**config.mk**
```make
export PLATFORM = sky130hd
export DESIGN_NAME = crm_top
export DESIGN_NICKNAME = d
export VERILOG_FILES = /design/src/crm_pkg.sv /design/src/crm_space_dec.sv /design/src/crm_top.sv
export SDC_FILE = /design/constraint.sdc
export NUM_CORES = 1
export LEC_CHECK = 0
export ABC_AREA = 1
export BUFFER_PORTS_ARGS = -buffer_cell sky130_fd_sc_hd__buf_4
export CAP_MARGIN = 20
export CORE_AREA = 3 3 81 83
export DETAILED_ROUTE_END_ITERATION = 10
export DIE_AREA = 0 0 84 86
export PLACE_DENSITY = 0.83
export SETUP_SLACK_MARGIN = 0.5
export SYNTH_ARGS = -nofsm -noshare
export SYNTH_HDL_FRONTEND = slang
export SYNTH_SLANG_ARGS = --single-unit
```
**constraint.sdc**
```tcl
create_clock -name mclk -period 1.61 [get_ports mclk]
set_input_delay 0.2415 -clock mclk [delete_from_list [all_inputs] [get_ports mclk]]
set_output_delay 0.2415 -clock mclk [all_outputs]
set_load 0.01 [all_outputs]
```
**src/crm_pkg.sv**
```systemverilog
// package: constants and types for the code area ram remap block
package crm_pkg;

  // ----------------------------------------------------------------
  // address spaces
  // ----------------------------------------------------------------
  localparam int SPACE_KB = 64;
  localparam int ADDR_W = 16;
  localparam int DATA_W = 8;

  // ----------------------------------------------------------------
  // register indices, byte address is four times the index
  // ----------------------------------------------------------------
  localparam logic [11:0] CTRL_IDX = 12'hfde;
  localparam logic [11:0] COMMIT_IDX = 12'hfdf;
  localparam logic [15:0] CTRL_ADDR = {2'h0, CTRL_IDX, 2'h0};
  localparam logic [15:0] COMMIT_ADDR = {2'h0, COMMIT_IDX, 2'h0};

  // ----------------------------------------------------------------
  // fields and codes
  // ----------------------------------------------------------------
  localparam int BIT_RST = 0;
  localparam int BIT_RAM = 1;
  localparam int BIT_VEC = 2;
  localparam logic [7:0] UNLOCK_CODE = 8'hd4;
  localparam logic [7:0] CTRL_RESET = 8'h00;
  localparam logic [7:0] STATE_RESET = 8'h00;

  // ----------------------------------------------------------------
  // memory map
  // ----------------------------------------------------------------
  localparam logic [15:0] RAM_LO = 16'h0040;
  localparam logic [15:0] RAM_HI = 16'h083f;
  localparam logic [15:0] ROM_LO = 16'hc000;
  localparam logic [15:0] VCALL_LO = 16'hffa0;
  localparam logic [15:0] VCALL_HI = 16'hffbf;
  localparam logic [15:0] VINT_LO = 16'hffcc;
  localparam logic [15:0] VINT_HI = 16'hfffd;
  localparam logic [15:0] RELOC_MASK = 16'h01ff;

  // ----------------------------------------------------------------
  // types
  // ----------------------------------------------------------------
  typedef enum logic [1:0] {
    TGT_NONE = 2'b00,
    TGT_RAM = 2'b01,
    TGT_ROM = 2'b10,
    TGT_SWI = 2'b11
  } crm_tgt_e;

  typedef struct packed {
    logic vec;
    logic ram;
  } crm_map_s;

  typedef struct packed {
    logic ram_sel;
    logic rom_sel;
    logic [15:0] addr;
  } crm_mem_s;

endpackage : crm_pkg

```
**src/crm_space_dec.sv**
```systemverilog
// module: address decoder for one 64 kbyte space
module crm_space_dec #(
  parameter bit CODE_SPACE = 1'b1
) (
  input wire logic [15:0] addr,
  input wire logic vec_fetch,
  input crm_pkg::crm_map_s map,
  output crm_pkg::crm_tgt_e tgt,
  output logic [15:0] eff_addr
);

  // ----------------------------------------------------------------
  // vector relocation, code space only; reset vector is outside range
  // ----------------------------------------------------------------
  wire in_vcall = addr >= crm_pkg::VCALL_LO && addr <= crm_pkg::VCALL_HI;
  wire in_vint = addr >= crm_pkg::VINT_LO && addr <= crm_pkg::VINT_HI;
  wire reloc = CODE_SPACE && vec_fetch && map.vec && (in_vcall || in_vint);

  assign eff_addr = reloc ? (addr & crm_pkg::RELOC_MASK) : addr;

  // ----------------------------------------------------------------
  // region decode
  // ----------------------------------------------------------------
  wire in_ram = eff_addr >= crm_pkg::RAM_LO && eff_addr <= crm_pkg::RAM_HI;
  wire in_rom = eff_addr >= crm_pkg::ROM_LO;
  wire ram_vis = !CODE_SPACE || map.ram;

  assign tgt = in_rom ? crm_pkg::TGT_ROM :
               (in_ram && ram_vis) ? crm_pkg::TGT_RAM :
               in_ram ? crm_pkg::TGT_SWI :
               crm_pkg::TGT_NONE;

endmodule : crm_space_dec

```
**src/crm_top.sv**
```systemverilog
// module: code area ram remap, apb registers and both space decoders
// Operation
// code and data spaces are separate 64 kbyte spaces with their own decoders
// code decoder can map both ram and program rom into code space
// after reset ram appears only in data space
// committed ram map bit set maps ram at code 0x0040 to 0x083f
// committed ram map bit clear keeps ram out of that code window
// fetches from that window without ram return the software interrupt opcode
// control writes change mapping only after unlock code 0xd4 is committed
// committed vector remap moves call and interrupt tables to ram, never reset vector
// remap clear: call table 0xffa0-0xffbf, interrupt table 0xffcc-0xfffd
// remap set: call table 0x01a0-0x01bf, interrupt table 0x01cc-0x01fd
// software sets both ram map and vector remap before committing
// control bits 7 to 3 read as zero and are not writable
// only the unlock code acts on the commit register, others ignored
// software writes commit register plainly, never read modify write
// readback at commit address shows committed ram map bit1, vector bit2
// pending values kept apart, copied to committed on the unlock write cycle
//
// Decided for this implementation: the APB interface to the registers.
module crm_top #(
  parameter int ADDR_W = 16,
  parameter int DATA_W = 8,
  parameter logic [7:0] SWI_OPCODE = 8'hff,
  parameter logic [7:0] UNMAPPED_DATA = 8'h00
) (
  input wire logic mclk,
  input wire logic sys_rst,
  input wire logic psel,
  input wire logic penable,
  input wire logic pwrite,
  input wire logic [15:0] paddr,
  input wire logic [31:0] pwdata,
  input wire logic [3:0] pstrb,
  output logic pready,
  output logic [31:0] prdata,
  output logic pslverr,
  input wire logic cf_valid,
  input wire logic cf_vector,
  input wire logic [15:0] cf_addr,
  output crm_pkg::crm_mem_s cf_mem,
  input wire logic [7:0] cf_ram_rdata,
  input wire logic [7:0] cf_rom_rdata,
  output logic cf_rvalid_q,
  output logic [7:0] cf_rdata_q,
  input wire logic dt_valid,
  input wire logic [15:0] dt_addr,
  output crm_pkg::crm_mem_s dt_mem,
  input wire logic [7:0] dt_ram_rdata,
  input wire logic [7:0] dt_rom_rdata,
  output logic dt_rvalid_q,
  output logic [7:0] dt_rdata_q,
  output crm_pkg::crm_map_s map_committed
);

  // ----------------------------------------------------------------
  // elaboration checks
  // ----------------------------------------------------------------
  if (ADDR_W != crm_pkg::ADDR_W) begin : g_bad_aw
    $error("crm_top: address width must match a 64 kbyte space");
  end
  if (DATA_W != crm_pkg::DATA_W) begin : g_bad_dw
    $error("crm_top: data width must be 8");
  end

  // ----------------------------------------------------------------
  // apb decode
  // ----------------------------------------------------------------
  wire hit_ctrl = paddr == crm_pkg::CTRL_ADDR;
  wire hit_commit = paddr == crm_pkg::COMMIT_ADDR;
  wire mapped = hit_ctrl || hit_commit;
  wire access = psel && penable;
  wire wr_en = access && pwrite && pstrb[0];
  wire wr_ctrl = wr_en && hit_ctrl;
  wire wr_commit = wr_en && hit_commit;
  wire [7:0] wbyte = pwdata[7:0];
  wire unlock = wr_commit && (wbyte == crm_pkg::UNLOCK_CODE);

  // zero wait state slave
  assign pready = 1'b1;
  assign pslverr = access && !mapped;

  // ----------------------------------------------------------------
  // pending control register
  // ----------------------------------------------------------------
  logic ram_pend_q;
  logic ram_pend_d;
  logic vec_pend_q;
  logic vec_pend_d;
  logic rst_pend_q;
  logic rst_pend_d;

  // only bits 2 to 0 store; upper bits have no flops
  assign ram_pend_d = wr_ctrl ? wbyte[crm_pkg::BIT_RAM] : ram_pend_q;
  assign vec_pend_d = wr_ctrl ? wbyte[crm_pkg::BIT_VEC] : vec_pend_q;
  assign rst_pend_d = wr_ctrl ? wbyte[crm_pkg::BIT_RST] : rst_pend_q;

  always_ff @(posedge mclk) begin
    if (sys_rst) begin
      ram_pend_q <= crm_pkg::CTRL_RESET[crm_pkg::BIT_RAM];
      vec_pend_q <= crm_pkg::CTRL_RESET[crm_pkg::BIT_VEC];
      rst_pend_q <= crm_pkg::CTRL_RESET[crm_pkg::BIT_RST];
    end else begin
      ram_pend_q <= ram_pend_d;
      vec_pend_q <= vec_pend_d;
      rst_pend_q <= rst_pend_d;
    end
  end

  // ----------------------------------------------------------------
  // committed mapping state
  // ----------------------------------------------------------------
  logic ram_map_state_q;
  logic ram_map_state_d;
  logic vector_map_state_q;
  logic vector_map_state_d;

  // the pending value as held before this cycle's write is committed
  assign ram_map_state_d = unlock ? ram_pend_q : ram_map_state_q;
  assign vector_map_state_d = unlock ? vec_pend_q : vector_map_state_q;

  always_ff @(posedge mclk) begin
    if (sys_rst) begin
      ram_map_state_q <= crm_pkg::STATE_RESET[crm_pkg::BIT_RAM];
      vector_map_state_q <= crm_pkg::STATE_RESET[crm_pkg::BIT_VEC];
    end else begin
      ram_map_state_q <= ram_map_state_d;
      vector_map_state_q <= vector_map_state_d;
    end
  end

  assign map_committed.ram = ram_map_state_q;
  assign map_committed.vec = vector_map_state_q;

  // ----------------------------------------------------------------
  // read data
  // ----------------------------------------------------------------
  wire [7:0] ctrl_rd = {5'h00, vec_pend_q, ram_pend_q, rst_pend_q};
  wire [7:0] state_rd = {5'h00, vector_map_state_q, ram_map_state_q, 1'b0};
  wire rd_en = access && !pwrite;

  // commit address reads the readback, never the written code
  assign prdata = !rd_en ? 32'h0000_0000 :
                  hit_ctrl ? {24'h00_0000, ctrl_rd} :
                  hit_commit ? {24'h00_0000, state_rd} :
                  32'h0000_0000;

  // ----------------------------------------------------------------
  // code space decode
  // ----------------------------------------------------------------
  crm_pkg::crm_tgt_e cf_tgt;
  logic [15:0] cf_eff;

  crm_space_dec #(
    .CODE_SPACE(1'b1)
  ) u_code_dec (
    .addr(cf_addr),
    .vec_fetch(cf_vector),
    .map(map_committed),
    .tgt(cf_tgt),
    .eff_addr(cf_eff)
  );

  assign cf_mem.ram_sel = cf_valid && (cf_tgt == crm_pkg::TGT_RAM);
  assign cf_mem.rom_sel = cf_valid && (cf_tgt == crm_pkg::TGT_ROM);
  assign cf_mem.addr = cf_eff;

  // ----------------------------------------------------------------
  // data space decode, ram always visible here
  // ----------------------------------------------------------------
  crm_pkg::crm_tgt_e dt_tgt;
  logic [15:0] dt_eff;
  crm_pkg::crm_map_s dt_map;

  assign dt_map.ram = 1'b1;
  assign dt_map.vec = 1'b0;

  crm_space_dec #(
    .CODE_SPACE(1'b0)
  ) u_data_dec (
    .addr(dt_addr),
    .vec_fetch(1'b0),
    .map(dt_map),
    .tgt(dt_tgt),
    .eff_addr(dt_eff)
  );

  assign dt_mem.ram_sel = dt_valid && (dt_tgt == crm_pkg::TGT_RAM);
  assign dt_mem.rom_sel = dt_valid && (dt_tgt == crm_pkg::TGT_ROM);
  assign dt_mem.addr = dt_eff;

  // ----------------------------------------------------------------
  // fetch data selection
  // ----------------------------------------------------------------
  logic [7:0] cf_sel;
  logic [7:0] dt_sel;

  always_comb begin
    unique case (cf_tgt)
      crm_pkg::TGT_RAM: cf_sel = cf_ram_rdata;
      crm_pkg::TGT_ROM: cf_sel = cf_rom_rdata;
      crm_pkg::TGT_SWI: cf_sel = SWI_OPCODE;
      crm_pkg::TGT_NONE: cf_sel = UNMAPPED_DATA;
    endcase
  end

  always_comb begin
    unique case (dt_tgt)
      crm_pkg::TGT_RAM: dt_sel = dt_ram_rdata;
      crm_pkg::TGT_ROM: dt_sel = dt_rom_rdata;
      crm_pkg::TGT_SWI: dt_sel = UNMAPPED_DATA;
      crm_pkg::TGT_NONE: dt_sel = UNMAPPED_DATA;
    endcase
  end

  // ----------------------------------------------------------------
  // registered read returns
  // ----------------------------------------------------------------
  logic [7:0] cf_rdata_d;
  logic [7:0] dt_rdata_d;

  assign cf_rdata_d = cf_valid ? cf_sel : cf_rdata_q;
  assign dt_rdata_d = dt_valid ? dt_sel : dt_rdata_q;

  always_ff @(posedge mclk) begin
    if (sys_rst) begin
      cf_rvalid_q <= 1'b0;
      cf_rdata_q <= 8'h00;
    end else begin
      cf_rvalid_q <= cf_valid;
      cf_rdata_q <= cf_rdata_d;
    end
  end

  always_ff @(posedge mclk) begin
    if (sys_rst) begin
      dt_rvalid_q <= 1'b0;
      dt_rdata_q <= 8'h00;
    end else begin
      dt_rvalid_q <= dt_valid;
      dt_rdata_q <= dt_rdata_d;
    end
  end

endmodule : crm_top

```
Yosys cells after proc, flatten, opt, wreduce, memory -nomap -nowiden --
Index checks and enable logic that the tools add are counted.
Cells by class: order comparisons 10, equality and inequality tests 9, muxes and demuxes 11, reduce and logical (&&, ||, !) cells 26
Operators by type and width (count):
- $ge 16x16->1 const B | 4
- $eq 16x14->1 const B | 2
- $ge 16x7->1 const B | 2
- $le 16x12->1 const B | 2
- $le 16x16->1 const B | 2
- $pmux 8 s4 | 1
- $pmux 8 s3 | 1
- $logic_and 1x1->1 | 19
- $mux 16 | 1
- $mux 3 | 3
- $eq 2x2->1 const B | 4
- $eq 8x8->1 const B | 1
- $mux 2 | 4
- $eq 2x1->1 const B | 2
- $logic_not 2->1 | 2
- $logic_not 1->1 | 2
- $logic_or 1x1->1 | 2
- $reduce_or 2->1 | 1
- $mux 1 | 1
Storage, ports and cells: bits in registers 23, input bits 124, output and inout bits 90

Depth between registers and ports, before layout --
Gate-level depths: netlist (run 1).
word-level depth 12, mapped depth 14

Cells and area by module --
Synthesis (run 1) repeated with hierarchy kept, for this count alone.
Unflattened totals: cell total of the unflattened synthesis 326, area, all modules 2020.7 um^2
By module, submodules not included:
- crm_top | instances 1, cells an instance 235, area an instance 1531.5 um^2, seq. area each 460.4 um^2
- crm_space_dec (u_code_dec) | instances 1, cells an instance 59, area an instance 294.0 um^2, seq. area each 0.0 um^2
- crm_space_dec (u_data_dec) | instances 1, cells an instance 32, area an instance 195.2 um^2, seq. area each 0.0 um^2

Worst setup path after synthesis (run 1) --
No wires, ideal clock.
path type register to output, start point register vector_map_state_q, end point output cf_mem[17] in the netlist's numbering, arrival time 1.359 ns, data required time 1.368 ns, setup slack 0.010 ns, stages on the path, launching flop included 11, path buffers 0, cells stage by stage dfxtp_1 nand2_2 nor2_1 nand2_1 nor2_2 nand2_4 o41ai_2 nand2_4 nor2_8 nand2_2 nor2_1
RTL lines:
- start, declared | line crm_top.sv:115 | logic vector_map_state_q;
- start signal, assigned | line crm_top.sv:125 | vector_map_state_q <= crm_pkg::STATE_RESET[crm_pkg::BIT_VEC];
- start signal, assigned | line crm_top.sv:128 | vector_map_state_q <= vector_map_state_d;
- end, declared | line crm_top.sv:41 | output crm_pkg::crm_mem_s cf_mem,

==> report_table.html, run 1 <==
<table>
<tr><th>Metric</th><th>Value</th></tr>
<tr><th colspan="2">Clock tree</th></tr>
<tr><td>Clock Sink Count</td><td>23</td></tr>
<tr><td>Latest clock arrival within the worst-skew pair</td><td>0.27 ns</td></tr>
<tr><td>H-tree depth</td><td>1</td></tr>
<tr><td>Total CTS buffers</td><td>3</td></tr>
<tr><td>Clock root buffer</td><td>clkbuf_8</td></tr>
<tr><td>Clock tree from TritonCTS</td><td>built</td></tr>
<tr><td>Clock-pin transition on the worst setup and hold timing paths</td><td>0.10 ns</td></tr>
<tr><td>Largest buffer count on any clock path</td><td>2</td></tr>
<tr><th colspan="2">STA</th></tr>
<tr><td>Share of the clock period used by the worst path</td><td>116%</td></tr>
<tr><td>Final hold violation count</td><td>0</td></tr>
<tr><td>Setup Skew</td><td>0.0106 ns</td></tr>
<tr><td>F_max</td><td>536 MHz</td></tr>
<tr><td>Hold slack final</td><td>0.216 ns</td></tr>
<tr><td>Total of endpoints with negative setup slack in the final report</td><td>17</td></tr>
<tr><td>Fin worst setup slack</td><td>-0.257 ns</td></tr>
<tr><td>Final critical path time including I/O delays and setup</td><td>1.87 ns</td></tr>
<tr><td>Pins Over Slew Limit</td><td>0</td></tr>
<tr><td>Setup repair after global routing missed its margin</td><td>yes</td></tr>
<tr><th colspan="2">GRT</th></tr>
<tr><td>Maximum number of pins on one net before global-route repair</td><td>15</td></tr>
<tr><td>Vias in the first global route</td><td>2,185</td></tr>
<tr><td>Antenna violations before repair</td><td>0</td></tr>
<tr><td>Total congestion overflow</td><td>0</td></tr>
<tr><td>Global-route usage over all layers</td><td>16.3%</td></tr>
<tr><td>Wire length of the first global-routing pass</td><td>9.85 mm</td></tr>
<tr><th colspan="2">Floorplanning</th></tr>
<tr><td>Number of primary I/O pins</td><td>214</td></tr>
<tr><td>Die W</td><td>84 um</td></tr>
<tr><td>Die Outline Area</td><td>7220 um2</td></tr>
<tr><td>Die H</td><td>86 um</td></tr>
<tr><td>Floorplan Core Area</td><td>5920 um2</td></tr>
<tr><td>Site Rows</td><td>28</td></tr>
<tr><td>Starting Density</td><td>32.0%</td></tr>
<tr><th colspan="2">Routing</th></tr>
<tr><td>Vias after detailed routing</td><td>2,323</td></tr>
<tr><td>Detail-routed via count per cell</td><td>4.49</td></tr>
<tr><td>DRC violation total after the first TritonRoute iteration</td><td>53</td></tr>
<tr><td>DRC</td><td>0</td></tr>
<tr><td>Mean routed wirelength per cell</td><td>13.5 um</td></tr>
<tr><td>Pre-Repair DR Iteration Count</td><td>4</td></tr>
<tr><td>Final routed wirelength across all metal layers</td><td>6.98 mm</td></tr>
<tr><td>Number of antenna-violating nets in the routed design</td><td>0</td></tr>
<tr><th colspan="2">Logic synthesis</th></tr>
<tr><td>Synthesized netlist cell count</td><td>279</td></tr>
<tr><td>Biggest area consumer among synthesized cells</td><td>dfxtp_1</td></tr>
<tr><td>Unique masters post-synth</td><td>34</td></tr>
<tr><td>Leading post-synthesis cells by cell area</td><td>dfxtp_1 24%, buf_4 23%, nand2_1 9.9%</td></tr>
<tr><td>Flip-flop and latch count after synthesis</td><td>23</td></tr>
<tr><td>Top-area cell type share of the netlist area</td><td>24.3%</td></tr>
<tr><td>Avg Cell Area, Syn</td><td>6.80 um2</td></tr>
<tr><td>Part of the Yosys area used for sequential elements</td><td>24.3%</td></tr>
<tr><td>Warnings, synthesis</td><td>0</td></tr>
<tr><td>Netlist Area Pre-Place</td><td>1900 um2</td></tr>
<tr><th colspan="2">Pwr</th></tr>
<tr><td>Lkg Pwr</td><td>1.87 nW</td></tr>
<tr><td>Power density cells</td><td>431 nW/um2</td></tr>
<tr><td>Total design power</td><td>1.56 mW</td></tr>
<tr><td>Worst vdd rail ir drop</td><td>0.403 mV</td></tr>
<tr><th colspan="2">Cells and area</th></tr>
<tr><td>Net count, final</td><td>567</td></tr>
<tr><td>Flip-flop and latch area</td><td>465 um2</td></tr>
<tr><td>Signed area change from the synthesized netlist to the final layout</td><td>90.7%</td></tr>
<tr><td>Layout cells sized above 1</td><td>62.0%</td></tr>
<tr><td># diodes</td><td>0</td></tr>
<tr><td>Area taken by multi-input logic gates</td><td>1280 um2</td></tr>
<tr><td>Design Area, Final</td><td>3620 um2</td></tr>
<tr><td>Number of filler instances in the final layout</td><td>529</td></tr>
<tr><th colspan="2">Job</th></tr>
<tr><td>Number of violations of the max-capacitance limit</td><td>0</td></tr>
<tr><th colspan="2">Setup path</th></tr>
<tr><td>Worst Path Class, Setup</td><td>flop to output pin</td></tr>
<tr><td>Critical Path RT</td><td>1.37 ns</td></tr>
<tr><td>Setup crit end kind</td><td>output pin</td></tr>
<tr><td>Worst endpoint data arrival time</td><td>1.63 ns</td></tr>
<tr><td>Crit start category</td><td>flop</td></tr>
<tr><td>Crit Path Max Fanout</td><td>7</td></tr>
<tr><th colspan="2">Place</th></tr>
<tr><td>Total placed instance area</td><td>2980 um2</td></tr>
<tr><td>Worst slack, placed</td><td>-0.121 ns</td></tr>
<tr><td>Hpwl dp</td><td>5.05 mm</td></tr>
<tr><td>GP Congestion</td><td>0.811</td></tr>
<tr><td>Port Buffer Count</td><td>142</td></tr>
<tr><th colspan="2">Min path</th></tr>
<tr><td>Worst Hold Class</td><td>primary input to flop</td></tr>
<tr><th colspan="2">Status</th></tr>
<tr><td>Outcome</td><td>finished, violations left</td></tr>
<tr><td>Violated checks</td><td>setup timing</td></tr>
</table>
worst paths after layout:
check | startpoint | to | slack (ns) | depth (start not counted)
setup / recovery | vector_map_state_q | cf_mem[17] | -0.26 | 12
setup reg to reg | vector_map_state_q | cf_rdata_q[6] | -0.22 | 16
hold / removal | dt_ram_rdata[5] | dt_rdata_q[5] | 0.22 | 3
hold reg to reg | cf_rdata_q[5] | cf_rdata_q[5] | 0.49 | 2
state kept, by name (all words and copies together) (netlist names):
name and flops:
vec_pend_q 1, ram_map_state_q 1, rst_pend_q 1, ram_pend_q 1
dt_rdata_q 8, cf_rvalid_q 1, vector_map_state_q 1, cf_rdata_q 8
dt_rvalid_q 1
cell families after synthesis:
logic type	count (synthesis)	synth area share, %
AO/OA/AOI/OAI	44	14.3
XOR/XNOR	1	0.462
buffers and inverters	89	29.3
flip-flops	23	24.3
other	2	0.396
AND/OR/NAND/NOR	120	31.3
area by class of cell:
type,instances,share of cell area [%]
tap,75,2.59
clock inverter,1,0.138
multi-input combinational,195,35.4
timing repair buffer,192,44.3
clock buffer,3,1.14
inverter,28,3.56
sequential,23,12.9
cells in the mapped netlist:
library cell  count
o21ai_0          11
nand2_2           7
nand4_1           5
nor3_1            7
or2_0             1
clkinv_1          3
or4_1             1
o211ai_2          1
nor2_1           27
nand4_2           1
inv_1            23
or2_2             1
xnor2_1           1
clkbuf_1          2
buf_4            58
a21oi_2           1
conb_1            2
inv_2             1
nor4_1            2
a21oi_1          19
nor2_2            2
nand3_1          10
dfxtp_1          23
inv_4             1
nand2_1          50
a22oi_1           8
nor2_8            1
buf_2             1
nor3_4            2
o41ai_2           1
nand2_4           2
a211oi_1          2
o21ai_2           1
nor2_4            1
timing repair:
item	CTS	global route
pin swaps	19	11
hold endpoints to repair	0	0
setup buffers	13	13
hold buffers	0	0
setup endpoints to repair	35	37
resized for setup	65	40
stage by stage:
stage / TNS [ns] / utilization, % / std cells
final: -2.77 / 61.1 / 517
after global routing: -4.60 / 61.1 / 517
after CTS: -2.50 / 56.8 / 504
after detailed placement: -0.482 / 50.3 / 487
after global placement: -0.312 / 50.3 / 487
after floorplan: 0 / - / 307
routing by layer:
| layer | vias up | part of all wire [%] | wire (um) | GRT usage (%) |
|---|---|---|---|---|
| met5 | - | 0 | 0 | 0 |
| met4 | 0 | 2.1 | 145 | 5.56 |
| met3 | 12 | 6.3 | 442 | 2.88 |
| met2 | 102 | 58 | 4040 | 32.3 |
| met1 | 1069 | 34 | 2350 | 17.2 |
| li1 | 1140 | - | - | - |
cells in the final DEF (no fill, tap or decap), drive strengths merged, types with 3 or more instances in the layout:
master,Yosys,final
a21oi,20,20
a22oi,8,8
buf,59,192
clkbuf,2,3
clkinv,3,4
conb,2,30
dfxtp,23,23
inv,25,24
nand2,59,59
nand3,10,10
nand4,6,6
nor2,31,31
nor3,9,9
o21ai,12,12
power breakdown:
group          internal, mW  switching (mW)
Clock                 0.173           0.202
Sequential            0.586         0.00894
Combinational         0.323           0.267
critical path: stages, from the launching register on:
cell,delay (ns)
dfxtp_2,0.34
nand2_2,0.04
nor2_1,0.08
nand2_1,0.07
nor2_2,0.12
nand2_4,0.13
nand2_2,0.11
nand2_2,0.06
nor2_4,0.13
nor2_8,0.06
nand2_4,0.07
nor2_4,0.03
buf_6,0.12
Note: power is estimated with default switching activity, not from simulation.
==> inputs of run 2 (changes only) <==
--- a/config.mk
+++ b/config.mk
@@ -8,10 +8,10 @@
 export ABC_AREA = 1
 export BUFFER_PORTS_ARGS = -buffer_cell sky130_fd_sc_hd__buf_4
 export CAP_MARGIN = 20
-export CORE_AREA = 3 3 81 83
+export CORE_AREA = 3 3 83 85
 export DETAILED_ROUTE_END_ITERATION = 10
-export DIE_AREA = 0 0 84 86
-export PLACE_DENSITY = 0.83
+export DIE_AREA = 0 0 86 88
+export PLACE_DENSITY = 0.8
 export SETUP_SLACK_MARGIN = 0.5
 export SYNTH_ARGS = -nofsm -noshare
 export SYNTH_HDL_FRONTEND = slang
==> constraint.sdc (replaced) <==
create_clock -name mclk -period 2.2 [get_ports mclk]
set_input_delay 0.33 -clock mclk [delete_from_list [all_inputs] [get_ports mclk]]
set_output_delay 0.33 -clock mclk [all_outputs]
set_load 0.01 [all_outputs]
==> run 2 against run 1 <==
  * The run now ends clean
  * Count of clock-buffer cells in the layout increased by 1
  * Core utilization decreased by 15 points
  * Via count decreased by 10%
  * First-iteration DRC count decreased by 17%
  * Clock power decreased by 33%
  * Register-to-register slack improved by 0.76 ns
  * Critical path depth unchanged
  * Die area increased by 4.8%
  * Non-clock buffer count decreased by 41
  * Highest routed layer unchanged
==> report_table.html, run 2 (same netlist as run 1, synthesis figures left out) <==
<table>
<tr><th>Metric</th><th>Value</th></tr>
<tr><th colspan="2">Floorplanning</th></tr>
<tr><td>Number of primary I/O pins</td><td>214</td></tr>
<tr><td>Die H</td><td>88 um</td></tr>
<tr><td>Die Outline Area</td><td>7570 um2</td></tr>
<tr><td>Site Rows</td><td>29</td></tr>
<tr><td>Floorplan Core Area</td><td>6280 um2</td></tr>
<tr><td>Starting Density</td><td>30.2%</td></tr>
<tr><td>Die W</td><td>86 um</td></tr>
<tr><th colspan="2">Clock tree</th></tr>
<tr><td>H-tree depth</td><td>1</td></tr>
<tr><td>Latest clock arrival within the worst-skew pair</td><td>0.26 ns</td></tr>
<tr><td>Largest buffer count on any clock path</td><td>2</td></tr>
<tr><td>Clock-pin transition on the worst setup and hold timing paths</td><td>0.08 ns</td></tr>
<tr><td>Clock Sink Count</td><td>23</td></tr>
<tr><td>Total CTS buffers</td><td>3</td></tr>
<tr><td>Cts-stage hold buffer count</td><td>0</td></tr>
<tr><td>Clock root buffer</td><td>clkbuf_8</td></tr>
<tr><td>Clock tree from TritonCTS</td><td>built</td></tr>
<tr><th colspan="2">STA</th></tr>
<tr><td>Accumulated negative setup slack</td><td>0 ns</td></tr>
<tr><td>Setup Skew</td><td>0.00466 ns</td></tr>
<tr><td>Share of the clock period used by the worst path</td><td>91.2%</td></tr>
<tr><td>Final hold violation count</td><td>0</td></tr>
<tr><td>Pins Over Slew Limit</td><td>0</td></tr>
<tr><td>Setup repair after global routing missed its margin</td><td>yes</td></tr>
<tr><td>Total of endpoints with negative setup slack in the final report</td><td>0</td></tr>
<tr><td>Final critical path time including I/O delays and setup</td><td>2.01 ns</td></tr>
<tr><td>F_max</td><td>498 MHz</td></tr>
<tr><th colspan="2">Routing</th></tr>
<tr><td>Detail-routed via count per cell</td><td>4.37</td></tr>
<tr><td>DRC violation total after the first TritonRoute iteration</td><td>44</td></tr>
<tr><td>Vias after detailed routing</td><td>2,087</td></tr>
<tr><td>DRC</td><td>0</td></tr>
<tr><td>Mean routed wirelength per cell</td><td>12.0 um</td></tr>
<tr><td>Final routed wirelength across all metal layers</td><td>5.75 mm</td></tr>
<tr><td>Number of antenna-violating nets in the routed design</td><td>0</td></tr>
<tr><td>Pre-Repair DR Iteration Count</td><td>6</td></tr>
<tr><th colspan="2">Place</th></tr>
<tr><td>Port Buffer Count</td><td>142</td></tr>
<tr><td>Hpwl dp</td><td>4.85 mm</td></tr>
<tr><td>GP Congestion</td><td>0.786</td></tr>
<tr><th colspan="2">Setup path</th></tr>
<tr><td>Most numerous cell on the critical path</td><td>nand2_2</td></tr>
<tr><td>Highest cell delay on the worst timing path</td><td>0.35 ns</td></tr>
<tr><td>CP Cell Sequence</td><td>nand2_2, nor2_1, nand2_1, nor2_2, nand2_4, nand2_4, nand2_2, nor2_4, nor2_8, nand2_2, nor2_1, buf_4</td></tr>
<tr><td>Setup crit end kind</td><td>output pin</td></tr>
<tr><td>Crit Path Max Fanout</td><td>7</td></tr>
<tr><td>Crit Reg-Reg Startpoint</td><td>vector_map_state_q</td></tr>
<tr><td>Worst endpoint data arrival time</td><td>1.68 ns</td></tr>
<tr><td>Worst Path Class, Setup</td><td>flop to output pin</td></tr>
<tr><td>Worst Reg2Reg Path Length in Cells</td><td>14</td></tr>
<tr><td>Worst Path Buf+Inv</td><td>1</td></tr>
<tr><td>Critical Path RT</td><td>1.87 ns</td></tr>
<tr><td>Crit start category</td><td>flop</td></tr>
<tr><td>Endpoint of the lowest-slack register-to-register path</td><td>cf_rdata_q[6]</td></tr>
<tr><td>Crit-path slowest cell</td><td>dfxtp_4</td></tr>
<tr><td>Kind of cell adding the most delay to the critical path</td><td>simple AND/OR/NAND/NOR gates</td></tr>
<tr><td>R2r setup slk</td><td>0.54 ns</td></tr>
<tr><th colspan="2">Min path</th></tr>
<tr><td>Hold Startpoint</td><td>dt_ram_rdata[1]</td></tr>
<tr><td>Count of cells along the worst hold path</td><td>3</td></tr>
<tr><td>Worst Hold Class</td><td>primary input to flop</td></tr>
<tr><td>Hold-critical path endpoint</td><td>dt_rdata_q[1]</td></tr>
<tr><th colspan="2">Cells and area</th></tr>
<tr><td># diodes</td><td>0</td></tr>
<tr><td>Most common cell after layout, fill and taps aside</td><td>buf_4</td></tr>
<tr><td>Commonest cells after routing, fill and taps aside</td><td>150 x buf_4, 47 x nand2_1, 30 x conb_1</td></tr>
<tr><td>Signed area change from the synthesized netlist to the final layout</td><td>52.8%</td></tr>
<tr><td>Layout cells sized above 1</td><td>46.1%</td></tr>
<tr><td>Biggest regs</td><td>cf_rdata_q (8), dt_rdata_q (8)</td></tr>
<tr><td>Net count, final</td><td>526</td></tr>
<tr><th colspan="2">Pwr</th></tr>
<tr><td>Power density cells</td><td>358 nW/um2</td></tr>
<tr><td>Lkg Pwr</td><td>1.51 nW</td></tr>
<tr><td>Total design power</td><td>1.04 mW</td></tr>
<tr><td>Worst vdd rail ir drop</td><td>0.224 mV</td></tr>
<tr><th colspan="2">Job</th></tr>
<tr><td>Number of violations of the max-capacitance limit</td><td>0</td></tr>
<tr><th colspan="2">GRT</th></tr>
<tr><td>Antenna violations before repair</td><td>0</td></tr>
<tr><td>Global-route usage over all layers</td><td>13.4%</td></tr>
<tr><td>Vias in the first global route</td><td>1,876</td></tr>
<tr><td>Maximum number of pins on one net before global-route repair</td><td>15</td></tr>
<tr><td>Wire length of the first global-routing pass</td><td>8.32 mm</td></tr>
<tr><td>Total congestion overflow</td><td>0</td></tr>
<tr><th colspan="2">Status</th></tr>
<tr><td>Outcome</td><td>finished, final reports clean</td></tr>
</table>
-- run 2: cell count changes in the layout (fill, tap and decap cells not counted), moves of 7 or more --
cell / delta
a21oi_1: +10
nor2_1: +10
nor2_4: -9
a21oi_2: -10
buf_6: -29
nand2_1: +11
buf_4: -7
-- run 2: final cells by class --
class	instances	area [um2]
well taps	77	96.3
flip-flops and latches	23	464
clock buffers	4	45.0
repair buffers	151	1140
fillers	618	3380
multi-input cells	195	1050
inverters	28	108
-- run 2: worst min-delay path: cells and delay by family --
kind	cells	cell delay, ns
buffers and inverters	1	0.10
and+or+nand+nor	1	0.05
AOI/OAI and AO/OA	1	0.05
-- run 2: how the worst max path moves through the flow --
stage                            start    endpoint  slack [ns]  depth (start not counted)
finish              vector_map_state_q  cf_mem[17]        0.19                         12
CTS                 vector_map_state_q  cf_mem[17]        0.19                         12
detailed placement          cf_addr[6]  cf_mem[17]        0.31                         12
global placement            cf_addr[6]  cf_mem[17]        0.31                         12
global route        vector_map_state_q  cf_mem[17]        0.08                         12
floorplan           vector_map_state_q  cf_mem[17]        0.51                         10
-- run 2: where the power goes --
part	switching [mW]	total (mW)	leakage, nW	internal, mW
Clock	0.123	0.252	0.0228	0.129
Combinational	0.163	0.349	1.30	0.186
Sequential	0.00703	0.436	0.188	0.429
Total	0.293	1.04	1.51	0.744
-- run 2: metrics by stage --
stage | setup slack [ns] | hold slack (ns) | cell area (um2) | instances | utilization [%]
2_1_floorplan | 0.511 | 0.399 | 2000 | 307 | -
3_5_place_dp | 0.314 | 0.458 | 2750 | 470 | 43.9
3_3_place_gp | 0.312 | 0.459 | 2750 | 470 | 43.9
5_1_grt | 0.0771 | 0.314 | 2900 | 478 | 46.2
4_1_cts | 0.189 | 0.314 | 2860 | 477 | 45.5
6_report | 0.194 | 0.322 | 2900 | 478 | 46.2
-- run 2: timing repair --
item,CTS,global route
pin swaps,10,1
buffers inserted,3,1
resized for setup,8,7
gates cloned,0,0
endpoints found under the setup margin,13,16
-- run 2: per-layer routing --
metal,vias up,GRT usage (%),routed length [um]
li1,1056,-,-
met1,931,14.9,2090
met2,94,26.6,3200
met3,6,2.54,417
met4,0,2.16,50
met5,-,0,0
==> inputs of run 3 (changes only) <==
--- a/config.mk
+++ b/config.mk
@@ -5,13 +5,12 @@
 export SDC_FILE = /design/constraint.sdc
 export NUM_CORES = 1
 export LEC_CHECK = 0
-export ABC_AREA = 1
 export BUFFER_PORTS_ARGS = -buffer_cell sky130_fd_sc_hd__buf_4
 export CAP_MARGIN = 20
-export CORE_AREA = 3 3 83 85
+export CORE_AREA = 3 3 82 84
 export DETAILED_ROUTE_END_ITERATION = 10
-export DIE_AREA = 0 0 86 88
-export PLACE_DENSITY = 0.8
+export DIE_AREA = 0 0 85 87
+export PLACE_DENSITY = 0.81
 export SETUP_SLACK_MARGIN = 0.5
 export SYNTH_ARGS = -nofsm -noshare
 export SYNTH_HDL_FRONTEND = slang
==> run 3 against run 2 <==
  * Synthesized cell count down 13%
  * First-iteration DRC count down 23%
  * Sequential share of layout area down 0.75 points
  * Critical path depth down 6
  * Largest power group unchanged
  * Routed wire length up 11%
  * Critical endpoint unchanged
  * Non-clock buffer count up 5
  * Sequential power about the same
  * Combinational power up 6.6%
  * Critical path type is now primary input to output pin
  * Count of clock-buffer cells in the layout down 1
==> report_table.html, run 3 <==
<table>
<tr><th>Metric</th><th>Value</th></tr>
<tr><th colspan="2">Status</th></tr>
<tr><td>Outcome</td><td>finished, final reports clean</td></tr>
<tr><th colspan="2">Floorplanning</th></tr>
<tr><td>Number of primary I/O pins</td><td>214</td></tr>
<tr><td>Die Outline Area</td><td>7400 um2</td></tr>
<tr><td>Die H</td><td>87 um</td></tr>
<tr><td>Die W</td><td>85 um</td></tr>
<tr><td>Site Rows</td><td>28</td></tr>
<tr><td>Floorplan Core Area</td><td>5990 um2</td></tr>
<tr><td>Starting Density</td><td>31.4%</td></tr>
<tr><th colspan="2">Clock tree</th></tr>
<tr><td>Total CTS buffers</td><td>3</td></tr>
<tr><td>H-tree depth</td><td>1</td></tr>
<tr><td>Clock tree from TritonCTS</td><td>built</td></tr>
<tr><td>Cts-stage hold buffer count</td><td>0</td></tr>
<tr><td>Latest clock arrival within the worst-skew pair</td><td>0.27 ns</td></tr>
<tr><td>Clock-pin transition on the worst setup and hold timing paths</td><td>0.09 ns</td></tr>
<tr><td>Clock Sink Count</td><td>23</td></tr>
<tr><td>Clock root buffer</td><td>clkbuf_8</td></tr>
<tr><td>Largest buffer count on any clock path</td><td>2</td></tr>
<tr><th colspan="2">Logic synthesis</th></tr>
<tr><td>Synthesized netlist cell count</td><td>242</td></tr>
<tr><td>Most frequent cell after synthesis</td><td>buf_4</td></tr>
<tr><td>Unique masters post-synth</td><td>38</td></tr>
<tr><td>Fraction of registers with async set/reset</td><td>0%</td></tr>
<tr><td>Netlist Area Pre-Place</td><td>1880 um2</td></tr>
<tr><td>Synthesized-area fraction occupied by and/or/nand/nor cells</td><td>26.0%</td></tr>
<tr><td>Compound-gate portion of the synthesized area</td><td>20.6%</td></tr>
<tr><td>Warnings, synthesis</td><td>0</td></tr>
<tr><td>Xor and xnor fraction of the mapped netlist area</td><td>0%</td></tr>
<tr><td>Biggest area consumer among synthesized cells</td><td>dfxtp_1</td></tr>
<tr><td>Dominant combinational cell family by area after synthesis</td><td>buffers and inverters</td></tr>
<tr><td>Leading post-synthesis cells by cell area</td><td>dfxtp_1 25%, buf_4 23%, nor2_1 4.4%</td></tr>
<tr><td>Multiplexer fraction of the synthesized cell area</td><td>1.07%</td></tr>
<tr><td>Share of synthesized cell area in full adder, half adder and majority cells</td><td>0%</td></tr>
<tr><td>Part of the Yosys area used for sequential elements</td><td>24.5%</td></tr>
<tr><td>Top-area cell type share of the netlist area</td><td>24.5%</td></tr>
<tr><td>EDFF count, synth</td><td>0</td></tr>
<tr><td>Predominant post-synthesis flop cell</td><td>dfxtp_1</td></tr>
<tr><td>Synth cell count leaders</td><td>57 x buf_4, 23 x dfxtp_1, 22 x nor2_1</td></tr>
<tr><td>Avg Cell Area, Syn</td><td>7.77 um2</td></tr>
<tr><td>Flip-flop and latch count after synthesis</td><td>23</td></tr>
<tr><th colspan="2">Pwr</th></tr>
<tr><td>Total design power</td><td>1.08 mW</td></tr>
<tr><td>Power density cells</td><td>358 nW/um2</td></tr>
<tr><td>Worst vdd rail ir drop</td><td>0.195 mV</td></tr>
<tr><td>Lkg Pwr</td><td>1.41 nW</td></tr>
<tr><th colspan="2">Routing</th></tr>
<tr><td>Pre-Repair DR Iteration Count</td><td>4</td></tr>
<tr><td>Final routed wirelength across all metal layers</td><td>6.37 mm</td></tr>
<tr><td>DRC violation total after the first TritonRoute iteration</td><td>34</td></tr>
<tr><td>DRC</td><td>0</td></tr>
<tr><td>Number of antenna-violating nets in the routed design</td><td>0</td></tr>
<tr><td>Detail-routed via count per cell</td><td>4.80</td></tr>
<tr><td>Mean routed wirelength per cell</td><td>14.6 um</td></tr>
<tr><td>Vias after detailed routing</td><td>2,091</td></tr>
<tr><th colspan="2">Place</th></tr>
<tr><td>Hpwl dp</td><td>5.00 mm</td></tr>
<tr><td>GP Congestion</td><td>0.739</td></tr>
<tr><td>Port Buffer Count</td><td>142</td></tr>
<tr><td>Placed cell count</td><td>423</td></tr>
<tr><th colspan="2">STA</th></tr>
<tr><td>Share of the clock period used by the worst path</td><td>86.8%</td></tr>
<tr><td>Setup Skew</td><td>0.00920 ns</td></tr>
<tr><td>Final hold violation count</td><td>0</td></tr>
<tr><td>Total of endpoints with negative setup slack in the final report</td><td>0</td></tr>
<tr><td>F_max</td><td>524 MHz</td></tr>
<tr><td>Accumulated negative setup slack</td><td>0 ns</td></tr>
<tr><td>Final critical path time including I/O delays and setup</td><td>1.91 ns</td></tr>
<tr><td>Hold slack final</td><td>0.258 ns</td></tr>
<tr><td>Setup repair after global routing missed its margin</td><td>yes</td></tr>
<tr><td>Pins Over Slew Limit</td><td>0</td></tr>
<tr><th colspan="2">Job</th></tr>
<tr><td>Number of violations of the max-capacitance limit</td><td>0</td></tr>
<tr><th colspan="2">Setup path</th></tr>
<tr><td>Worst endpoint data arrival time</td><td>1.58 ns</td></tr>
<tr><td>Crit start category</td><td>primary input</td></tr>
<tr><td>Setup crit end kind</td><td>output pin</td></tr>
<tr><td>Worst Path Class, Setup</td><td>primary input to output pin</td></tr>
<tr><td>Worst Path Buf+Inv</td><td>2</td></tr>
<tr><td>Crit Path Max Fanout</td><td>3</td></tr>
<tr><td>Crit-path slowest cell</td><td>or4_4</td></tr>
<tr><td>Highest cell delay on the worst timing path</td><td>0.55 ns</td></tr>
<tr><td>Kind of cell adding the most delay to the critical path</td><td>simple AND/OR/NAND/NOR gates</td></tr>
<tr><td>Critical Path RT</td><td>1.87 ns</td></tr>
<tr><td>CP Cell Sequence</td><td>buf_8, or4_4, and4bb_1, nor2_2, a21oi_2, buf_4</td></tr>
<tr><th colspan="2">Cells and area</th></tr>
<tr><td>Layout cells sized above 1</td><td>54.0%</td></tr>
<tr><td>Non-filler cells, final</td><td>436</td></tr>
<tr><td>Most common cell after layout, fill and taps aside</td><td>buf_4</td></tr>
<tr><td>Commonest cells after routing, fill and taps aside</td><td>140 x buf_4, 30 x conb_1, 22 x dfxtp_1</td></tr>
<tr><td># diodes</td><td>0</td></tr>
<tr><td>Biggest regs</td><td>cf_rdata_q (8), dt_rdata_q (8)</td></tr>
<tr><td>Net count, final</td><td>486</td></tr>
<tr><td>Fin util</td><td>50.5%</td></tr>
<tr><td>Signed area change from the synthesized netlist to the final layout</td><td>60.9%</td></tr>
<tr><th colspan="2">GRT</th></tr>
<tr><td>Maximum number of pins on one net before global-route repair</td><td>25</td></tr>
<tr><td>Wire length of the first global-routing pass</td><td>9.46 mm</td></tr>
<tr><td>Vias in the first global route</td><td>2,053</td></tr>
<tr><td>Antenna violations before repair</td><td>0</td></tr>
<tr><td>Global-route usage over all layers</td><td>15.6%</td></tr>
<tr><td>Total congestion overflow</td><td>0</td></tr>
<tr><th colspan="2">Min path</th></tr>
<tr><td>Worst Hold Class</td><td>primary input to flop</td></tr>
</table>
[run 3: power by group]
group	total, mW	internal [mW]	leakage [nW]	switching (mW)
Clock	0.272	0.128	0.0217	0.144
Combinational	0.372	0.211	1.20	0.161
Sequential	0.438	0.431	0.188	0.00689
[run 3: worst register-to-register path: stages, from the launching register on]
cell and delay, ns:
dfxtp_2 0.35, nand3_2 0.06, a211o_1 0.28, o21a_4 0.23, buf_4 0.17, a221oi_1 0.26
[run 3: worst paths after layout]
kind | from | to | slack [ns] | cells past startpoint
worst max-delay path | cf_addr[13] | cf_mem[17] | 0.29 | 6
worst max register to register | vector_map_state_q | cf_rdata_q[4] | 0.75 | 5
worst min register to register | rst_pend_q | rst_pend_q | 0.48 | 2
worst min-delay path | dt_ram_rdata[5] | dt_rdata_q[5] | 0.26 | 2
[run 3: what timing repair did]
action	in CTS	in global routing
cloned	0	0
resized for setup	28	15
pin swaps	16	11
endpoints found under the setup margin	14	28
buffers inserted	6	3
[run 3: layer usage]
| layer | vias to the layer above | GRT usage (%) | wire (um) |
|---|---|---|---|
| met3 | 19 | 3.22 | 641 |
| met1 | 952 | 16.3 | 2210 |
| met2 | 121 | 30.2 | 3360 |
| met4 | 0 | 6.04 | 170 |
| met5 | - | 0 | 0 |
| li1 | 999 | - | - |
[run 3: through the flow]
stage / area (um2) / setup WS [ns]
after floorplan: 2010 / 0.397
after global placement: 2730 / 0.184
after detailed placement: 2730 / 0.154
after CTS: 2940 / 0.275
after global routing: 3020 / 0.235
final: 3020 / 0.291
[run 3: kinds of logic after synthesis]
logic type      count (synthesis)
simple gates                   81
buf+inv                        78
compound gates                 56
flops                          23
mux                             2
other cells                     2
[run 3: area by class of cell]
cell class | count | area (um2)
Tap cell | 75 | 93.8
Timing Repair Buffer | 156 | 1240
Clock buffer | 3 | 41.3
Clock inverter | 1 | 7.51
Fill cell | 569 | 2970
Inverter | 9 | 33.8
Sequential cell | 23 | 462
Multi-Input combinational cell | 169 | 1150
